==> config.mk <==
export PLATFORM = sky130hd
export DESIGN_NAME = spi_frame_format_fifo_port
export DESIGN_NICKNAME = d
export VERILOG_FILES = /design/src/core/spi_fifo_port_pkg.sv /design/src/core/spi_frame_format_fifo_port.sv
export SDC_FILE = /design/constraint.sdc
export NUM_CORES = 1
export LEC_CHECK = 0
export ABC_CLOCK_PERIOD_IN_PS = 5500
export BUFFER_PORTS_ARGS = -buffer_cell sky130_fd_sc_hd__clkbuf_2
export CORE_UTILIZATION = 51
export DETAILED_ROUTE_END_ITERATION = 16
export GPL_TIMING_DRIVEN = 0
export MAX_ROUTING_LAYER = met4
export PLACE_DENSITY = 0.75
export SLEW_MARGIN = 15
export SYNTH_ARGS = -nofsm -noshare
export SYNTH_HDL_FRONTEND = slang
export SYNTH_SLANG_ARGS = --single-unit
==> constraint.sdc <==
create_clock -name pclk -period 5.5 [get_ports pclk]
set_input_delay 1.1 -clock pclk [delete_from_list [all_inputs] [get_ports pclk]]
set_output_delay 1.1 -clock pclk [all_outputs]
set_load 0.01 [all_outputs]
==> src/core/spi_fifo_port_pkg.sv <==
// Package: register map, field layout and reset values of the FIFO port
`default_nettype none
package spi_fifo_port_pkg;
  // ****************************************
  // Register offsets
  // ****************************************
  localparam logic [7:0] OFF_FRAME_SHAPE = 8'h40;
  localparam logic [7:0] OFF_TX_PORT = 8'h48;
  localparam logic [7:0] OFF_RX_PORT = 8'h4c;
  localparam logic [7:0] OFF_TX_MARK = 8'h50;
  localparam logic [7:0] OFF_RX_MARK = 8'h54;
  localparam logic [7:0] OFF_LEVEL_STAT = 8'h74;
  // ****************************************
  // Field positions
  // ****************************************
  localparam int LANE_LSB = 0;
  localparam int LSB_FIRST_BIT = 2;
  localparam int DIR_BIT = 3;
  localparam int LEN_LSB = 16;
  localparam int FLAG_BIT = 31;
  // ****************************************
  // Values
  // ****************************************
  localparam logic [1:0] LANES_SINGLE = 2'h0;
  localparam logic [1:0] LANES_DUAL = 2'h1;
  localparam logic [1:0] LANES_QUAD = 2'h2;
  localparam logic [3:0] LEN_MAX = 4'h8;
  localparam logic [2:0] TX_MARK_RST_FLASH = 3'h1;
  localparam logic [2:0] TX_MARK_RST_PLAIN = 3'h0;
  localparam logic [2:0] RX_MARK_RST = 3'h0;

  typedef struct packed {
    logic [3:0] len;
    logic dir_tx;
    logic lsb_first;
    logic [1:0] lanes;
  } frame_shape_t;

  typedef struct packed {
    logic [3:0] oe;
    logic [3:0] o;
  } io_drive_t;

  typedef enum logic [1:0] {
    ST_IDLE = 2'b00,
    ST_LOW = 2'b01,
    ST_HIGH = 2'b11
  } shift_state_t;
endpackage
`default_nettype wire

==> src/core/spi_frame_format_fifo_port.sv <==
// Serial frame format, transmit/receive FIFOs and watermark levels
//
// Register access over APB was left to the implementer.
`default_nettype none
module spi_frame_format_fifo_port #(
  parameter bit FLASH_BUILD = 1'b1,
  parameter int DEPTH = 8,
  parameter int AW = 3
) (
  // Bus clock and reset
  input wire logic pclk,
  input wire logic presetn,
  // APB slave
  input wire logic psel,
  input wire logic penable,
  input wire logic pwrite,
  input wire logic [7:0] paddr,
  input wire logic [31:0] pwdata,
  output logic [31:0] prdata,
  output logic pready,
  output logic pslverr,
  // Serial link from surrounding controller
  input wire logic sck_in,
  input wire logic frame_go,
  input wire logic flash_path,
  // Data lines
  input wire logic [3:0] io_line_i,
  output logic [3:0] io_line_o,
  output logic [3:0] io_line_oe,
  // Level conditions
  output logic tx_level,
  output logic rx_level
);
  localparam logic [AW:0] DEPTH_C = (AW + 1)'(DEPTH);

  // ****************************************
  // Registers
  // ****************************************
  spi_fifo_port_pkg::frame_shape_t shape_r;
  logic [2:0] tx_mark_r;
  logic [2:0] rx_mark_r;
  logic [7:0] tx_mem [DEPTH];
  logic [7:0] rx_mem [DEPTH];
  logic [AW:0] tx_cnt_r, rx_cnt_r;
  logic [AW-1:0] tx_rd_r, tx_wr_r, rx_rd_r, rx_wr_r;
  logic [1:0] sck_sync_r;
  logic sck_prev_r;
  spi_fifo_port_pkg::shift_state_t st_r;
  logic [7:0] sh_r;
  logic [3:0] bits_r;
  logic fmt_dir_r, fmt_lsb_r;
  logic [1:0] fmt_lanes_r;
  logic [3:0] fmt_len_r;
  spi_fifo_port_pkg::io_drive_t drv_nxt;

  function automatic logic hit(input logic [7:0] a,
                               input logic [7:0] off);
    hit = (a[7:2] == off[7:2]);
  endfunction

  // ****************************************
  // Bus decode
  // ****************************************
  wire acc = psel && penable && pready;
  wire wr = acc && pwrite;
  wire rd = acc && !pwrite;
  wire tx_full = (tx_cnt_r == DEPTH_C);
  wire rx_empty = (rx_cnt_r == '0);
  wire tx_push = wr && hit(paddr, spi_fifo_port_pkg::OFF_TX_PORT)
    && !tx_full;
  wire rx_pop = rd && hit(paddr, spi_fifo_port_pkg::OFF_RX_PORT)
    && !rx_empty;
  wire mapped = hit(paddr, spi_fifo_port_pkg::OFF_FRAME_SHAPE)
    || hit(paddr, spi_fifo_port_pkg::OFF_TX_PORT)
    || hit(paddr, spi_fifo_port_pkg::OFF_RX_PORT)
    || hit(paddr, spi_fifo_port_pkg::OFF_TX_MARK)
    || hit(paddr, spi_fifo_port_pkg::OFF_RX_MARK)
    || hit(paddr, spi_fifo_port_pkg::OFF_LEVEL_STAT);

  // ****************************************
  // Serial clock edges
  // ****************************************
  // Link clock is far slower than pclk, so edge detect on synced copy
  always_ff @(posedge pclk or negedge presetn)
  begin
    if (!presetn)
    begin
      sck_sync_r <= 2'h0;
      sck_prev_r <= 1'b0;
    end
    else
    begin
      sck_sync_r <= {sck_sync_r[0], sck_in};
      sck_prev_r <= sck_sync_r[1];
    end
  end
  wire sck_rise = sck_sync_r[1] && !sck_prev_r;
  wire sck_fall = !sck_sync_r[1] && sck_prev_r;

  // Lines sampled on rise; the rise and fall of one sck both land later
  logic [3:0] io_s1_r, io_s2_r;
  always_ff @(posedge pclk or negedge presetn)
  begin
    if (!presetn)
    begin
      io_s1_r <= 4'h0;
      io_s2_r <= 4'h0;
    end
    else
    begin
      io_s1_r <= io_line_i;
      io_s2_r <= io_s1_r;
    end
  end

  // ****************************************
  // Frame shifter
  // ****************************************
  // Bits consumed per sck by lane count
  logic [3:0] step;
  always_comb
  begin
    step = 4'h1;
    if (fmt_lanes_r == spi_fifo_port_pkg::LANES_DUAL)
      step = 4'h2;
    else if (fmt_lanes_r == spi_fifo_port_pkg::LANES_QUAD)
      step = 4'h4;
  end
  wire tx_empty = (tx_cnt_r == '0);
  wire frame_done = (st_r == spi_fifo_port_pkg::ST_HIGH) && sck_fall
    && (bits_r <= step);
  wire start = (st_r == spi_fifo_port_pkg::ST_IDLE) && frame_go
    && !flash_path && !tx_empty;
  wire tx_pop = start;
  wire rx_push = frame_done && !fmt_dir_r
    && (rx_cnt_r != DEPTH_C);

  // Receive shift in, MSB-first moves up, LSB-first moves down
  function automatic logic [7:0] shift_in(input logic [7:0] s,
                                          input logic [3:0] d,
                                          input logic [3:0] n,
                                          input logic lsb);
    logic [7:0] r;
    r = s;
    if (n == 4'h1)
      r = lsb ? {d[1], s[7:1]} : {s[6:0], d[1]};
    else if (n == 4'h2)
      r = lsb ? {d[1:0], s[7:2]} : {s[5:0], d[1:0]};
    else
      r = lsb ? {d[3:0], s[7:4]} : {s[3:0], d[3:0]};
    shift_in = r;
  endfunction

  always_ff @(posedge pclk or negedge presetn)
  begin
    if (!presetn)
    begin
      st_r <= spi_fifo_port_pkg::ST_IDLE;
      sh_r <= 8'h0;
      bits_r <= 4'h0;
      fmt_dir_r <= 1'b0;
      fmt_lsb_r <= 1'b0;
      fmt_lanes_r <= spi_fifo_port_pkg::LANES_SINGLE;
      fmt_len_r <= spi_fifo_port_pkg::LEN_MAX;
    end
    else
    begin
      case (st_r)
        spi_fifo_port_pkg::ST_IDLE:
          if (start)
          begin
            // Format latched per frame so a rewrite mid-frame is harmless
            sh_r <= tx_mem[tx_rd_r];
            bits_r <= shape_r.len;
            fmt_dir_r <= shape_r.dir_tx;
            fmt_lsb_r <= shape_r.lsb_first;
            fmt_lanes_r <= shape_r.lanes;
            fmt_len_r <= shape_r.len;
            st_r <= (shape_r.len == 4'h0) ? spi_fifo_port_pkg::ST_IDLE
              : spi_fifo_port_pkg::ST_LOW;
          end
        spi_fifo_port_pkg::ST_LOW:
          if (sck_rise)
          begin
            sh_r <= shift_in(sh_r, io_s2_r, step, fmt_lsb_r);
            st_r <= spi_fifo_port_pkg::ST_HIGH;
          end
        spi_fifo_port_pkg::ST_HIGH:
          if (sck_fall)
          begin
            bits_r <= (bits_r <= step) ? 4'h0 : bits_r - step;
            st_r <= (bits_r <= step) ? spi_fifo_port_pkg::ST_IDLE
              : spi_fifo_port_pkg::ST_LOW;
          end
        default: st_r <= spi_fifo_port_pkg::ST_IDLE;
      endcase
    end
  end

  // Line drive from lane mode and direction
  always_comb
  begin
    drv_nxt = '0;
    if (st_r != spi_fifo_port_pkg::ST_IDLE)
    begin
      if (fmt_lanes_r == spi_fifo_port_pkg::LANES_SINGLE)
      begin
        drv_nxt.oe = 4'h1;
        drv_nxt.o[0] = fmt_lsb_r ? sh_r[0] : sh_r[7];
      end
      else if (fmt_dir_r && fmt_lanes_r == spi_fifo_port_pkg::LANES_DUAL)
      begin
        drv_nxt.oe = 4'h3;
        drv_nxt.o[1:0] = fmt_lsb_r ? sh_r[1:0] : sh_r[7:6];
      end
      else if (fmt_dir_r && fmt_lanes_r == spi_fifo_port_pkg::LANES_QUAD)
      begin
        drv_nxt.oe = 4'hf;
        drv_nxt.o = fmt_lsb_r ? sh_r[3:0] : sh_r[7:4];
      end
    end
  end

  // ****************************************
  // FIFOs
  // ****************************************
  always_ff @(posedge pclk or negedge presetn)
  begin
    if (!presetn)
    begin
      tx_cnt_r <= '0;
      tx_rd_r <= '0;
      tx_wr_r <= '0;
    end
    else
    begin
      if (tx_push)
      begin
        tx_mem[tx_wr_r] <= pwdata[7:0];
        tx_wr_r <= tx_wr_r + 1'b1;
      end
      if (tx_pop)
        tx_rd_r <= tx_rd_r + 1'b1;
      tx_cnt_r <= tx_cnt_r + (AW + 1)'(tx_push)
        - (AW + 1)'(tx_pop);
    end
  end

  // Short frames: LSB-first data sits at the top after shifting and is moved down; MSB-first is moved up on store
  wire [7:0] rx_word = fmt_lsb_r
    ? (sh_r >> (4'h8 - fmt_len_r)) : sh_r;

  always_ff @(posedge pclk or negedge presetn)
  begin
    if (!presetn)
    begin
      rx_cnt_r <= '0;
      rx_rd_r <= '0;
      rx_wr_r <= '0;
    end
    else
    begin
      if (rx_push)
      begin
        rx_mem[rx_wr_r] <= fmt_lsb_r ? rx_word
          : (sh_r << (4'h8 - fmt_len_r));
        rx_wr_r <= rx_wr_r + 1'b1;
      end
      if (rx_pop)
        rx_rd_r <= rx_rd_r + 1'b1;
      rx_cnt_r <= rx_cnt_r + (AW + 1)'(rx_push)
        - (AW + 1)'(rx_pop);
    end
  end

  // ****************************************
  // Configuration registers
  // ****************************************
  always_ff @(posedge pclk or negedge presetn)
  begin
    if (!presetn)
    begin
      shape_r.lanes <= spi_fifo_port_pkg::LANES_SINGLE;
      shape_r.lsb_first <= 1'b0;
      shape_r.dir_tx <= FLASH_BUILD;
      shape_r.len <= spi_fifo_port_pkg::LEN_MAX;
      tx_mark_r <= FLASH_BUILD ? spi_fifo_port_pkg::TX_MARK_RST_FLASH
        : spi_fifo_port_pkg::TX_MARK_RST_PLAIN;
      rx_mark_r <= spi_fifo_port_pkg::RX_MARK_RST;
    end
    else if (wr)
    begin
      if (hit(paddr, spi_fifo_port_pkg::OFF_FRAME_SHAPE))
      begin
        shape_r.lanes <= pwdata[spi_fifo_port_pkg::LANE_LSB +: 2];
        shape_r.lsb_first <= pwdata[spi_fifo_port_pkg::LSB_FIRST_BIT];
        shape_r.dir_tx <= pwdata[spi_fifo_port_pkg::DIR_BIT];
        // Lengths above 8 are clamped rather than stored
        shape_r.len <= (pwdata[spi_fifo_port_pkg::LEN_LSB +: 4]
          > spi_fifo_port_pkg::LEN_MAX) ? spi_fifo_port_pkg::LEN_MAX
          : pwdata[spi_fifo_port_pkg::LEN_LSB +: 4];
      end
      else if (hit(paddr, spi_fifo_port_pkg::OFF_TX_MARK))
        tx_mark_r <= pwdata[2:0];
      else if (hit(paddr, spi_fifo_port_pkg::OFF_RX_MARK))
        rx_mark_r <= pwdata[2:0];
    end
  end

  // ****************************************
  // Read data and outputs
  // ****************************************
  logic [31:0] rdata;
  always_comb
  begin
    rdata = 32'h0;
    if (hit(paddr, spi_fifo_port_pkg::OFF_FRAME_SHAPE))
      rdata = {12'h0, shape_r.len, 12'h0, shape_r.dir_tx,
        shape_r.lsb_first, shape_r.lanes};
    else if (hit(paddr, spi_fifo_port_pkg::OFF_TX_PORT))
      rdata[spi_fifo_port_pkg::FLAG_BIT] = tx_full;
    else if (hit(paddr, spi_fifo_port_pkg::OFF_RX_PORT))
    begin
      rdata[spi_fifo_port_pkg::FLAG_BIT] = rx_empty;
      rdata[7:0] = rx_mem[rx_rd_r];
    end
    else if (hit(paddr, spi_fifo_port_pkg::OFF_TX_MARK))
      rdata[2:0] = tx_mark_r;
    else if (hit(paddr, spi_fifo_port_pkg::OFF_RX_MARK))
      rdata[2:0] = rx_mark_r;
    else if (hit(paddr, spi_fifo_port_pkg::OFF_LEVEL_STAT))
      rdata[1:0] = {rx_level, tx_level};
  end

  always_ff @(posedge pclk or negedge presetn)
  begin
    if (!presetn)
    begin
      prdata <= 32'h0;
      pready <= 1'b0;
      pslverr <= 1'b0;
      io_line_o <= 4'h0;
      io_line_oe <= 4'h0;
      tx_level <= 1'b0;
      rx_level <= 1'b0;
    end
    else
    begin
      // One wait state: answer registered, completes second access cycle
      pready <= psel && penable && !pready;
      pslverr <= psel && penable && !pready && !mapped;
      prdata <= rdata;
      io_line_o <= drv_nxt.o;
      io_line_oe <= drv_nxt.oe;
      tx_level <= (tx_cnt_r < {1'b0, tx_mark_r});
      rx_level <= (rx_cnt_r > {1'b0, rx_mark_r});
    end
  end
endmodule // spi_frame_format_fifo_port
`default_nettype wire

==> flow_metrics.tcl <==
set metrics [dict create \
    clock-sinks 219 \
    cts.path.max_buffers 3 \
    status "completed" \
    ys.warnings.count 0 \
    netlist_top_cells_count "128 x edfxtp_1, 87 x dfrtp_1, 39 x mux4_2, 37 x mux2i_1, 37 x nand2_1" \
    synth_flop_cell "edfxtp_1" \
    hold_buffers 0 \
    drtPass1Iterations 5 \
    synth_top_area_share_pct 37.4 \
    cts_tree "done" \
    synth_most_common_cell "edfxtp_1" \
    htree_levels 1 \
    setup_slack_ps 1680 \
    rsz0062_at_grt "false" \
    post_cts.repair.setup_buffers 0 \
    critPathMaxStageDelay_ps 430 \
    period_share_pct 69.5 \
    ys_ff_latch 219 \
    async_flop_share_pct 41.6 \
    hold_viol_final 0 \
    tightest_slew_ps 937 \
    gr-total-overflow 0 \
    syn_to_final_growth_pct 14.8 \
    drcViolationCount 0 \
    relSlewSlack_pct 37.3 \
    post_drt_wl_per_cell_um 19.1 \
    ys_types 76 \
    path_cells "inv_1 > ha_1 > buf_2 > buf_2 > inv_1 > ha_1 > nand2_1 > o32ai_2 > nand2_2 > ha_1 > inv_1 > ha_1 > inv_1 > fa_1 > xnor2_1" \
    antenna_found_initial 0 \
    powerDensity_nw_per_um2 383 \
    cts_inserted_buffers 23 \
    viasPerCell 5.62 \
    final.setup_skew_ps 21.9 \
    synth_enable_flop_cells 128 \
    cts-root-buf "clkbuf_16" \
    pre_cts_slack_ps 1680 \
    leakagePower_nw 4.61 \
    final_antenna_net_count 0 \
    fp.dieW_um 144 \
    clk_pin_slew_worst_paths_ps 60 \
    ios 96 \
    hpwl_mm 14.7 \
    max_freq_mhz 262 \
    coreArea_um2 19600 \
    worst-endpoint-arrival_ps 4220 \
    synth_area_leaders "edfxtp_1 37%, dfrtp_1 21%, mux4_2 8.5%" \
    grt_pass1_vias 6178 \
    slowest_stage "o32ai_2" \
    grtUsageTotal_pct 22.2 \
    critical_path_required_ps 5890 \
    synthCells 723 \
    initialDrtViolationCount 508 \
    whs_ps 347 \
    num_rows 51 \
    synth_area_per_cell_um2 14.2 \
    start_kind "register" \
    start_util_pct 52.5 \
    vias 6214 \
    dieArea_um2 20700 \
    finalSetupViolations 0 \
    wl_mm 21.1 \
    setup_tns_ps 0 \
    period_needed_ps 3820 \
    yosys.area.top_type "edfxtp_1" \
    ys_seq_area_share_pct 59.6 \
    grt_pass1_wl_mm 33.5 \
    hold_path_class "register to register" \
    cp_max_fo 10 \
    ctsResizeCount 0 \
    io_buffer_count 53 \
    synth_area_um2 10300 \
    clk_latency_ps 520 \
    drive_gt1_share_pct 27.7 \
    nNetsFinal 907 \
    crit_type "register to register" \
    chipHeight_um 144 \
    maxCapViolCount 0 \
    cp-end-kind "register" \
    power.total_mw 4.52 \
    drv_slew 0 \
    diodes 0 \
    grt_max_degree 83 \
    gp_congestion 0.893 \
    ir_worst_vdd_mv 0.257 \
]
state kept, by name, indices dropped and copies added, names as in the netlist, 3 cells and up:
| register | cells |
|---|---|
| tx_mem | 64 |
| tx_cnt_r | 4 |
| io_s1_r | 4 |
| io_line_o | 4 |
| tx_wr_r | 3 |
| fmt_len_r | 4 |
| sh_r | 8 |
| io_s2_r | 4 |
| tx_mark_r | 3 |
| io_line_oe | 3 |
| rx_rd_r | 3 |
| rx_mark_r | 3 |
| rx_cnt_r | 4 |
| shape_r | 8 |
| rx_mem | 64 |
| bits_r | 4 |
| tx_rd_r | 3 |
| prdata | 13 |
| rx_wr_r | 3 |
per-layer routing:
layer	track usage, %	vias to the layer above	part of all wire [%]
met5	-	-	0
met4	5.99	0	2.1
met3	3.30	37	5.2
met2	34.0	206	47
met1	31.0	3093	45
li1	-	2878	-
cell usage in the layout, fill, tap and decap left out, types with 24 or more instances in the layout:
master	instances
buf_4	26
clkbuf_2	53
dfrtp_1	87
edfxtp_1	128
ha_1	29
inv_1	35
mux2i_1	37
mux4_2	39
nand2_1	37
nor2_1	33
o21ai_0	24
cell type report:
class / instances / area [um2]
plain buffers: 58 / 347
clock buffers: 26 / 607
clock inverters: 16 / 144
fillers: 1495 / 7790
inverters: 36 / 135
multi-input cells: 428 / 3780
flip-flops and latches: 219 / 6130
well taps: 265 / 332
repair buffers: 57 / 322
metrics by stage:
step           instance area (um2)  util [%]  instances
2_1_floorplan                10300         -        741
3_3_place_gp                 10900      55.9       1059
3_5_place_dp                 11000      56.4       1063
4_1_cts                      11800      60.2       1105
5_1_grt                      11800      60.2       1105
6_report                     11800      60.2       1105
path summary, 6_finish.rpt:
path                                startpoint      endpoint  slack, ps  depth (start not counted)
worst max-delay path            fmt_lanes_r[1]   rx_cnt_r[2]       1680                         15
worst min register to register      io_s1_r[2]    io_s2_r[2]        350                          0
worst min-delay path                io_s1_r[2]    io_s2_r[2]        350                          0
worst max register to register  fmt_lanes_r[1]   rx_cnt_r[2]       1680                         15
min in group asynchronous              presetn    io_s2_r[2]        430                          1
max in group asynchronous              presetn  tx_mark_r[0]       4390                          2
power breakdown:
| part | total (mW) | internal (mW) | switching [mW] |
|---|---|---|---|
| Clock | 1.53 | 0.892 | 0.635 |
| Combinational | 1.07 | 0.479 | 0.588 |
| Sequential | 1.92 | 1.84 | 0.0838 |
critical path: cells and delay by family (launching register included):
kind | cells | cell delay (ps)
buffers and inverters | 6 | 870
AO/OA/AOI/OAI | 1 | 430
flip-flops | 1 | 400
AND/OR/NAND/NOR | 2 | 390
XOR/XNOR | 1 | 130
adder cells (fa/ha/maj) | 5 | 1470
logic make-up after synthesis:
family	count (synthesis)	share of synthesized area (%)
AOI/OAI and AO/OA	101	7.00
xor gates and xnor gates	16	1.44
adders and majority gates	32	4.11
buffers and inverters	94	4.69
DFF	219	59.6
muxes	100	14.8
other	1	0.0365
and+or+nand+nor	160	8.34
No activity file was read; power rests on OpenSTA's default activity.
